File: src/inc/wake_fail_diag_params.svh
// field positions, reset value, count limits and timing counts of the diagnosis status word
`ifndef WAKE_FAIL_DIAG_PARAMS_SVH
`define WAKE_FAIL_DIAG_PARAMS_SVH

`define CLK_PERIOD_NS 20
`define WORD_RESET 16'h0000
`define ORIGIN_MSB 13
`define ORIGIN_LSB 12
`define UV_FLAG_BIT 11
`define THERM_MSB 10
`define THERM_LSB 8
`define FAIL_MSB 7
`define FAIL_LSB 4
`define TRIG_FORCE_BIT 3
`define THERM_FORCE_BIT 2
`define PROG_MSB 1
`define PROG_LSB 0
`define THERM_LIMIT 7
`define FAIL_LIMIT 7
`define UV_TIME_NS 2000
`define UV_CYCLES ((`UV_TIME_NS / `CLK_PERIOD_NS) + 1)
`define QUIET_TIME_S 60
`define QUIET_CYCLES ((64'd`QUIET_TIME_S * 64'd1000000000) / 64'd`CLK_PERIOD_NS)

`endif

File: src/inc/wake_fail_diag_pkg.sv
// types shared by the diagnosis status block
package wake_fail_diag_pkg;

	typedef enum logic [1:0] {
		ST_ACTIVE,
		ST_REG_STANDBY,
		ST_BAT_STANDBY,
		ST_FLASH
	} dev_state_e;

	typedef struct packed {
		logic below_2v;       // regulator output under 2 V, level
		logic severe_thermal; // severe_thermal_shutdown restarted the regulator, pulse
		logic trig_ok;        // correct watchdog trigger, pulse
		logic trig_fail;      // failing watchdog trigger, pulse
		logic startup_short;  // short on regulator output during startup, pulse
		logic wake;           // wake-up happened, pulse
	} diag_event_s;

endpackage

File: src/hdl/hold_timer.sv
// counts cycles while a condition holds and flags when the limit is reached
`timescale 1ns/1ps
module hold_timer #(
	parameter int WIDTH = 32,
	parameter logic [WIDTH-1:0] LIMIT = 100
) (
	input wire logic i_core_clk,   // core clock
	input wire logic i_reset,      // async reset, high
	input wire logic i_run,        // condition holds
	output logic o_done            // limit reached, level while i_run stays
);
	logic [WIDTH-1:0] cnt_q;
	logic [WIDTH-1:0] cnt_d;
	wire at_limit = (cnt_q >= LIMIT);

	// restarts the moment the condition drops; saturates so it never wraps
	assign cnt_d = !i_run ? '0 : (at_limit ? cnt_q : cnt_q + 1'b1);
	assign o_done = i_run && at_limit;

	always_ff @(posedge i_core_clk or posedge i_reset) begin
		if (i_reset) begin
			cnt_q <= '0;
		end else begin
			cnt_q <= cnt_d;
		end
	end
endmodule // hold_timer

File: src/hdl/wake_fail_diag_status.sv
// diagnosis status word: wake origin, regulator fail, restart and trigger counts, forced standby
`timescale 1ns/1ps
`include "wake_fail_diag_params.svh"
module wake_fail_diag_status
	import wake_fail_diag_pkg::*;
#(
	parameter logic [31:0] QUIET_CYCLES = 32'(`QUIET_CYCLES),
	parameter int THERM_LIMIT = `THERM_LIMIT,
	parameter int FAIL_LIMIT = `FAIL_LIMIT,
	parameter int WD_WIDTH = 16
) (
	input wire logic i_core_clk,                 // 50 MHz core clock
	input wire logic i_reset,                    // async reset, high
	input wire diag_event_s i_evt,               // event inputs from the monitors
	input wire dev_state_e i_wake_from,          // state left at a wake-up
	input wire dev_state_e i_present_state,      // present operating state
	input wire logic [WD_WIDTH-1:0] i_wd_elapsed, // watchdog counter value
	input wire logic [WD_WIDTH-1:0] i_wd_period,  // selected watchdog period
	input wire logic i_read_clear,               // read-and-clear access, pulse
	output logic [15:0] o_status_word,           // status word as read
	output logic o_force_standby                 // pulse: enter battery-only standby
);
	localparam logic [2:0] THERM_MAX = 3'(THERM_LIMIT);
	localparam logic [3:0] FAIL_MAX = 4'(FAIL_LIMIT);
	localparam logic [3:0] FAIL_SAT = 4'hF;

	// slots of the read-and-clear flags in the flag vector
	localparam int N_FLAGS = 3;
	localparam int FLAG_UV = 0;
	localparam int FLAG_TRIG = 1;
	localparam int FLAG_THERM = 2;

	// wake origin field
	dev_state_e origin_q;
	dev_state_e origin_d;
	logic origin_refresh;

	// thermal restart count and its decode
	logic [2:0] therm_q;
	logic [2:0] therm_d;
	logic therm_at_max;
	logic therm_hit;
	logic therm_reach;

	// failed trigger count and its decode
	logic [3:0] fail_q;
	logic [3:0] fail_d;
	logic fail_bad;
	logic fail_at_sat;
	logic fail_reach;

	// read-and-clear flags and the events that set them
	logic [N_FLAGS-1:0] flag_q;
	logic [N_FLAGS-1:0] flag_d;
	logic [N_FLAGS-1:0] flag_set;
	logic therm_cause;

	// watchdog window progress, live
	logic [WD_WIDTH+1:0] el3;
	logic [WD_WIDTH+1:0] per1;
	logic [WD_WIDTH+1:0] per2;
	logic in_last_third;
	logic in_mid_third;
	logic [1:0] prog_q;
	logic [1:0] prog_d;

	// assembled word and standby request
	logic [15:0] word_d;
	logic force_d;

	// timer handshakes
	logic uv_long;
	logic quiet_run;
	logic quiet_done;

	// undervoltage must persist past 2 us; glitches shorter are filtered
	hold_timer #(
		.WIDTH(8),
		.LIMIT(8'(`UV_CYCLES))
	) u_uv_timer (
		.i_core_clk(i_core_clk),
		.i_reset(i_reset),
		.i_run(i_evt.below_2v),
		.o_done(uv_long)
	);

	// quiet minute runs only while the count is nonzero; a new severe thermal event restarts it
	assign quiet_run = (therm_q != 3'h0) && !i_evt.severe_thermal;

	// 32 bits cover a minute at this clock; a much faster clock needs a wider timer
	hold_timer #(
		.WIDTH(32),
		.LIMIT(QUIET_CYCLES)
	) u_quiet_timer (
		.i_core_clk(i_core_clk),
		.i_reset(i_reset),
		.i_run(quiet_run),
		.o_done(quiet_done)
	);

	// wake capture beats the refresh so a wake during the read is not lost
	assign origin_refresh = i_read_clear && !i_evt.wake;
	assign origin_d = dev_state_e'(i_evt.wake ? i_wake_from :
		(origin_refresh ? i_present_state : origin_q));

	// thermal count saturates at its limit and clears after a quiet minute
	assign therm_at_max = (therm_q == THERM_MAX);
	assign therm_hit = i_evt.severe_thermal && !therm_at_max;
	assign therm_reach = therm_hit && (therm_q == THERM_MAX - 3'h1);
	assign therm_d = therm_hit ? therm_q + 3'h1 :
		(quiet_done ? 3'h0 : therm_q);

	// failed triggers count up, saturate at 15; a good trigger wins and clears
	assign fail_bad = i_evt.trig_fail && !i_evt.trig_ok;
	assign fail_at_sat = (fail_q == FAIL_SAT);
	assign fail_reach = fail_bad && (fail_q == FAIL_MAX - 4'h1);
	assign fail_d = i_evt.trig_ok ? 4'h0 :
		((fail_bad && !fail_at_sat) ? fail_q + 4'h1 : fail_q);

	// a short at startup forces standby at once, without any count
	assign therm_cause = therm_reach || i_evt.startup_short;
	assign force_d = fail_reach || therm_cause;

	// what sets each read-and-clear flag
	assign flag_set[FLAG_UV] = uv_long;
	assign flag_set[FLAG_TRIG] = fail_reach;
	assign flag_set[FLAG_THERM] = therm_cause;

	// one latch per flag: set wins over clear, so an event inside the read is kept
	for (genvar f = 0; f < N_FLAGS; f++) begin : g_flag
		assign flag_d[f] = flag_set[f] || (flag_q[f] && !i_read_clear);
	end

	// window thirds compared by cross multiplication, no divider needed; code 10 unused
	assign el3 = (WD_WIDTH+2)'(i_wd_elapsed) * (WD_WIDTH+2)'(3);
	assign per1 = (WD_WIDTH+2)'(i_wd_period);
	assign per2 = (WD_WIDTH+2)'(i_wd_period) << 1;
	assign in_last_third = (el3 >= per2);
	assign in_mid_third = (el3 >= per1);
	assign prog_d = in_last_third ? 2'h3 : (in_mid_third ? 2'h1 : 2'h0);

	// word from flop values only, so a clear in cycle n leaves cycle n's word intact
	// 15:14 read as zero, those bits are kept by logic outside this block
	// 13:12 state the device woke from
	// 11 regulator under 2 V for too long
	// 10:8 thermal restarts, saturating at seven
	// 7:4 failed triggers, saturating at fifteen
	// 3 standby forced by trigger errors
	// 2 standby forced by thermal restarts or a startup short
	// 1:0 window progress, live
	always_comb begin
		word_d = `WORD_RESET;
		word_d[`ORIGIN_MSB:`ORIGIN_LSB] = origin_q;
		word_d[`UV_FLAG_BIT] = flag_q[FLAG_UV];
		word_d[`THERM_MSB:`THERM_LSB] = therm_q;
		word_d[`FAIL_MSB:`FAIL_LSB] = fail_q;
		word_d[`TRIG_FORCE_BIT] = flag_q[FLAG_TRIG];
		word_d[`THERM_FORCE_BIT] = flag_q[FLAG_THERM];
		word_d[`PROG_MSB:`PROG_LSB] = prog_q;
	end

	// wake origin register
	always_ff @(posedge i_core_clk or posedge i_reset) begin
		if (i_reset) begin
			origin_q <= ST_ACTIVE;
		end else begin
			origin_q <= origin_d;
		end
	end

	// count registers; a read-and-clear leaves both counts alone
	always_ff @(posedge i_core_clk or posedge i_reset) begin
		if (i_reset) begin
			therm_q <= 3'h0;
			fail_q <= 4'h0;
		end else begin
			therm_q <= therm_d;
			fail_q <= fail_d;
		end
	end

	// read-and-clear flag register
	always_ff @(posedge i_core_clk or posedge i_reset) begin
		if (i_reset) begin
			flag_q <= '0;
		end else begin
			flag_q <= flag_d;
		end
	end

	// progress register; one more cycle of lag, traded for a clean flop boundary
	always_ff @(posedge i_core_clk or posedge i_reset) begin
		if (i_reset) begin
			prog_q <= 2'h0;
		end else begin
			prog_q <= prog_d;
		end
	end

	// status word output flop
	always_ff @(posedge i_core_clk or posedge i_reset) begin
		if (i_reset) begin
			o_status_word <= `WORD_RESET;
		end else begin
			o_status_word <= word_d;
		end
	end

	// standby request output flop, one cycle long; causes in the same cycle share one pulse
	always_ff @(posedge i_core_clk or posedge i_reset) begin
		if (i_reset) begin
			o_force_standby <= 1'b0;
		end else begin
			o_force_standby <= force_d;
		end
	end
endmodule // wake_fail_diag_status

File: config.mk
export PLATFORM = sky130hd
export DESIGN_NAME = wake_fail_diag_status
export DESIGN_NICKNAME = d
export VERILOG_FILES = /design/src/inc/wake_fail_diag_pkg.sv /design/src/hdl/hold_timer.sv /design/src/hdl/wake_fail_diag_status.sv
export VERILOG_INCLUDE_DIRS = /design/src /design/src/inc
export SDC_FILE = /design/constraint.sdc
export NUM_CORES = 1
export LEC_CHECK = 0
export ABC_AREA = 1
export CAP_MARGIN = 10
export CORE_MARGIN = 5
export CORE_UTILIZATION = 65
export DETAILED_ROUTE_END_ITERATION = 10
export DONT_BUFFER_PORTS = 1
export PLACE_DENSITY = 0.81
export SKIP_CTS_REPAIR_TIMING = 1
export SYNTH_ARGS = -nofsm -noshare
export SYNTH_HDL_FRONTEND = slang
export SYNTH_SLANG_ARGS = --single-unit
File: constraint.sdc
create_clock -name i_core_clk -period 5.3 [get_ports i_core_clk]
set_input_delay 0.265 -clock i_core_clk [delete_from_list [all_inputs] [get_ports i_core_clk]]
set_output_delay 0.265 -clock i_core_clk [all_outputs]
set_load 0.02 [all_outputs]
# Word level (Yosys, flattened, before mapping)
# Index checks and enable logic that the tools add are counted.
[word_totals]
ff_bits = 69
input_bits = 45
output_inout_bits = 17
elab_cells = 63
[op_classes]
addsub = 4
n_mul = 1
magnitude_cmp = 4
eq_ne = 6
n_mux = 12
reduce_logical = 27
[ops]
columns = ["operator", "n"]
rows = [
  ["32-bit two-way mux", 2],
  ["32-bit by 1-bit adder with 32-bit output, second input constant", 1],
  ["32-bit >= comparator, second input constant", 1],
  ["18-bit by 16-bit >= comparator with 1-bit output", 1],
  ["18-bit by 17-bit >= comparator with 1-bit output", 1],
  ["16-bit by 2-bit multiplier with 18-bit output, second input constant", 1],
  ["8-bit two-way mux", 2],
  ["1-bit logical AND", 12],
  ["8-bit by 1-bit adder with 8-bit output, second input constant", 1],
  ["8-bit by 7-bit >= comparator with 1-bit output, second input constant", 1],
  ["4-bit two-way mux", 2],
  ["3-bit equality test, second input constant", 2],
  ["1-bit zero test", 6],
  ["2-bit two-way mux", 3],
  ["3-bit two-way mux", 2],
  ["2-bit nonzero test", 3],
  ["1-bit logical OR", 5],
  ["4-bit by 1-bit adder with 4-bit output, second input constant", 1],
  ["4-bit by 3-bit equality test with 1-bit output, second input constant", 1],
  ["4-bit equality test, second input constant", 1],
  ["2-bit != test, second input constant", 2],
  ["3-bit by 1-bit adder with 3-bit output, second input constant", 1],
  ["3-bit nonzero test", 1],
  ["1-bit two-way mux", 1],
]

# Logic depth before layout (Yosys ltp)
[logic_depth]
ltp_word = 6
ltp_mapped = 22
ltp_nobuf = 22

# Cells and area by module
# A second synthesis with hierarchy kept.
[hier_totals]
hier_cells = 809
area_unflattened_um2 = 5640.4
[by_module_without_submodules]
columns = ["module", "n_inst", "cells_per_inst", "area_per_inst_um2", "seq_area_each_um2"]
rows = [
  ["wake_fail_diag_status", 1, 338, 2653.8, 725.7],
  ["hold_timer (u_quiet_timer)", 1, 397, 2454.9, 800.8],
  ["hold_timer (u_uv_timer)", 1, 74, 531.8, 200.2],
]

# Least setup slack after synthesis
# OpenSTA, ideal clock, no wires.
[synth_timing]
kind = "input-to-reg"
start = "in i_wd_elapsed[0]"
end = "reg prog_q[0]"
setup_ns = 0.132
arrival_time_ns = 2.549
required_time_ns = 5.168
path_slack_ns = 2.619
cell_stages = 20
n_path_buf = 0
cell_sequence = "ha_1 -> inv_1 -> fa_1 -> nand3b_1 -> nand2_1 -> nand2_1 -> nand3_1 -> nand2_1 -> nand2_1 -> nand2_1 -> nand2_1 -> xor2_1 -> ha_1 -> nand2_1 -> nor2_1 -> and2_1 -> a21boi_0 -> nand2_1 -> nand2_1 -> nand4_1"
[synth_via]
elab_chain_cells = 4
elab_cells_between_ends = 5
classes_between = "mul (1); order compare (2); mux (2)"
[synth_rtl]
columns = ["item", "line", "text"]
rows = [
  ["from (decl)", "wake_fail_diag_status.sv:17", "input wire logic [WD_WIDTH-1:0] i_wd_elapsed,"],
  ["16-bit by 2-bit multiplier with 18-bit output (*)", "wake_fail_diag_status.sv:135", "assign el3 = (WD_WIDTH+2)'(i_wd_elapsed) * (WD_WIDTH+2)'(3);"],
  ["18-bit by 16-bit >= comparator with 1-bit output", "wake_fail_diag_status.sv:139", "assign in_mid_third = (el3 >= per1);"],
  ["1-bit two-way mux", "wake_fail_diag_status.sv:140", "assign prog_d = in_last_third ? 2'h3 : (in_mid_third ? 2'h1 : 2'h0);"],
  ["2-bit two-way mux (*)", "wake_fail_diag_status.sv:140", ""],
  ["via prog_d[0]", "wake_fail_diag_status.sv:65", "logic [1:0] prog_d;"],
  ["to (signal assigned)", "wake_fail_diag_status.sv:196", "prog_q <= prog_d;"],
  ["to (decl)", "wake_fail_diag_status.sv:64", "logic [1:0] prog_q;"],
]
# The timed path passes the listed nets; every way through them passes the cells marked *.
# A chain may end at the register's enable or synchronous reset.

# Worst setup path after layout
# Ends and elaborated chain as after synthesis.

==> flow_metrics.py <==
metrics = {
    "timing": {
        "finalSetupViolCount": 0,
        "skew_ps": 8.24,
        "min_period_over_period_pct": 50.3,
        "rsz0062_at_grt": "no",
        "finalSetupTns_ps": 0,
        "timing.slew.headroom_pct": 36.4,
        "hold_viol": 0,
        "tightest_slew_ps": 952,
        "max_freq_ghz": 0.375,
        "finalWorstPathRequiredPeriod_ps": 2670,
        "maxSlewViolCount": 0,
    },
    "grt": {
        "grt_antenna_before_repair": 0,
        "grt_overflow": 0,
        "grt_max_degree": 70,
        "grt_pass1_vias": 4880,
        "grt_usage_pct": 24.7,
        "grt_pass1_wl_mm": 20.5,
    },
    "synth": {
        "synth_edf_count": 0,
        "seq_area_frac_synth_pct": 31.8,
        "synth-main-ff-cell": "dfrtp_1",
        "netlist.area_leader.share_pct": 31.8,
        "synth_cells": 742,
        "netlist_area_um2": 5440,
        "synth_most_common_cell": "nand2_1",
        "async_flop_share_pct": 100,
        "syn-mean-instance-area_um2": 7.33,
        "synthTopCellsByCount": "nand2_1, nor2_1, inv_1",
        "synth_area_leaders": "dfrtp_1, nand2_1, ha_1",
        "synth_top_cell_by_area": "dfrtp_1",
        "yosys_warnings": 0,
        "synth.distinct_cells": 40,
        "ys_seq_elements": 69,
    },
    "floorplan": {
        "coreArea_um2": 8180,
        "initial_core_util_pct": 66.5,
        "dieHeight_um": 101,
        "num_io_pins": 62,
        "num_rows": 33,
        "dieArea_um2": 10300,
        "fp.dieW_um": 101,
    },
    "place": {
        "io_buffers": 0,
        "gp_congestion": 0.975,
        "dp_hpwl_mm": 9.25,
    },
    "final_layout": {
        "antennaDiodeCount": 0,
        "multi_input_area_um2": 3280,
        "regArea_um2": 1730,
        "fillCellCount": 693,
        "drive_gt1_share_pct": 6.03,
        "layout.nets": 847,
        "area_growth_pct": 4.88,
    },
    "route": {
        "postRouteAntennaNets": 0,
        "vias_per_cell": 5.55,
        "first_iter_violations": 215,
        "drt-pass1-iter-count": 4,
        "route.detailed.drc": 0,
        "vias": 4723,
        "wirelength_mm": 12.1,
        "wl_per_cell_um": 14.2,
    },
    "critical_path": {
        "cp_max_fo": 3,
        "worst_setup_path_start_kind": "primary input",
        "end_kind": "flop",
        "worstPathRequired_ps": 5530,
        "crit_type": "in -> reg",
        "arrival_ps": 2900,
    },
    "power_and_ir_drop": {
        "power_density_nw_per_um2": 262,
        "leakagePower_uw": 0.00294,
        "power_uw": 1500,
        "irDropWorstVdd_mv": 0.160,
    },
    "status": {
        "status": "finished clean",
    },
    "worst_hold_path": {
        "hp-class": "in -> reg",
    },
    "clocking": {
        "clock-sinks": 69,
        "clk_path_buf_depth": 2,
        "tritoncts": "done",
        "cts-root-buf": "clkbuf_8",
        "htreeDepth": 3,
        "numCtsBuffers": 9,
        "cts.reportedPaths.clkPinSlew_ps": 80,
        "clk_latency_ps": 360,
    },
    "run": {
        "drv_cap": 0,
    },
}
[through the flow]
stage / cell area [µm²] / setup WS [ps] / cells / util (%) / hold WS, ps
after floorplan: 5440 / 2620 / 743 / - / 331
after global placement: 5470 / 2450 / 835 / 67.0 / 337
after detailed placement: 5470 / 2230 / 835 / 67.0 / 341
after CTS: 5700 / 2610 / 851 / 69.7 / 7.11
after global routing: 5700 / 2370 / 851 / 69.7 / 15.2
final: 5700 / 2630 / 851 / 69.7 / 7.75
[critical path: stages]
cell and delay [ps]:
ha_1 140, inv_1 50, fa_1 390, nand3b_1 170, nand2_1 130, nand2_1 70, nand3_1 120, nand2_1 70
nand2_1 90, nand2_1 60, nand2_1 60, xor2_1 250, ha_1 300, nand2_1 90, nor2_1 60, and2_1 140
a21boi_0 180, nand2_1 70, nand2_1 70, nand4_1 100
[layout make-up]
class / count / share of cell area (%)
inverter: 88 / 5.79
multi-input combinational: 572 / 57.5
clock inverter: 7 / 1.82
timing repair buffer: 1 / 0.132
tap: 105 / 2.30
clock buffer: 9 / 2.17
sequential: 69 / 30.3
[power breakdown]
part           total (µW)  leakage [µW]  internal, µW  switching (µW)
logic                 371       0.00191           127             244
clock network         497      0.000115           272             225
registers             627      0.000914           568            59.3
total                1500       0.00294           967             529
[layout by cell type (no fill, tap or decap), types with 11 or more instances in the layout]
cell,netlist,final
nor3_1,12,12
nand2_1,213,213
nor2_1,85,85
dfrtp_1,69,69
ha_1,60,60
xor2_1,32,32
inv_1,84,83
a21oi_1,29,29
nand3_1,68,68
o21ai_0,11,11
[sequential cells by signal, indices dropped and copies added, names as in the netlist]
signal,count
o_force_standby,1
u_quiet_timer.cnt_q,32
u_uv_timer.cnt_q,8
prog_q,2
fail_q,4
origin_q,2
o_status_word,14
therm_q,3
flag_q,3
[final timing paths]
path	from	endpoint	slack, ps	depth (start not counted)
max reg2reg	therm_q[0]	u_quiet_timer.cnt_q[20]	2630	7
min in group asynchronous	i_reset	o_status_word[7]	40	2
min reg2reg	prog_q[1]	o_status_word[1]	360	0
max in group asynchronous	i_reset	u_quiet_timer.cnt_q[10]	4720	2
min	i_evt[5]	u_uv_timer.cnt_q[7]	8	2
max	i_wd_elapsed[0]	prog_q[0]	2630	20
[per-layer routing]
| metal | global-route usage [%] | up-vias | part of all wire (%) |
|---|---|---|---|
| met5 | 0 | - | 0 |
| met3 | 5.23 | 39 | 5.6 |
| met4 | 12.0 | 0 | 3.5 |
| met2 | 43.2 | 136 | 50 |
| met1 | 28.5 | 2182 | 41 |
| li1 | - | 2366 | - |
[logic make-up after synthesis]
family                     Yosys count  share of synthesized area (%)
AOI/OAI and AO/OA                   64                           7.23
xor gates and xnor gates            41                           6.61
adders and majority gates           61                           14.2
buffers and inverters              102                           8.01
DFF                                 69                           31.8
other                                1                         0.0690
and+or+nand+nor                    404                           32.2
No activity file was read; power rests on OpenSTA's default activity.
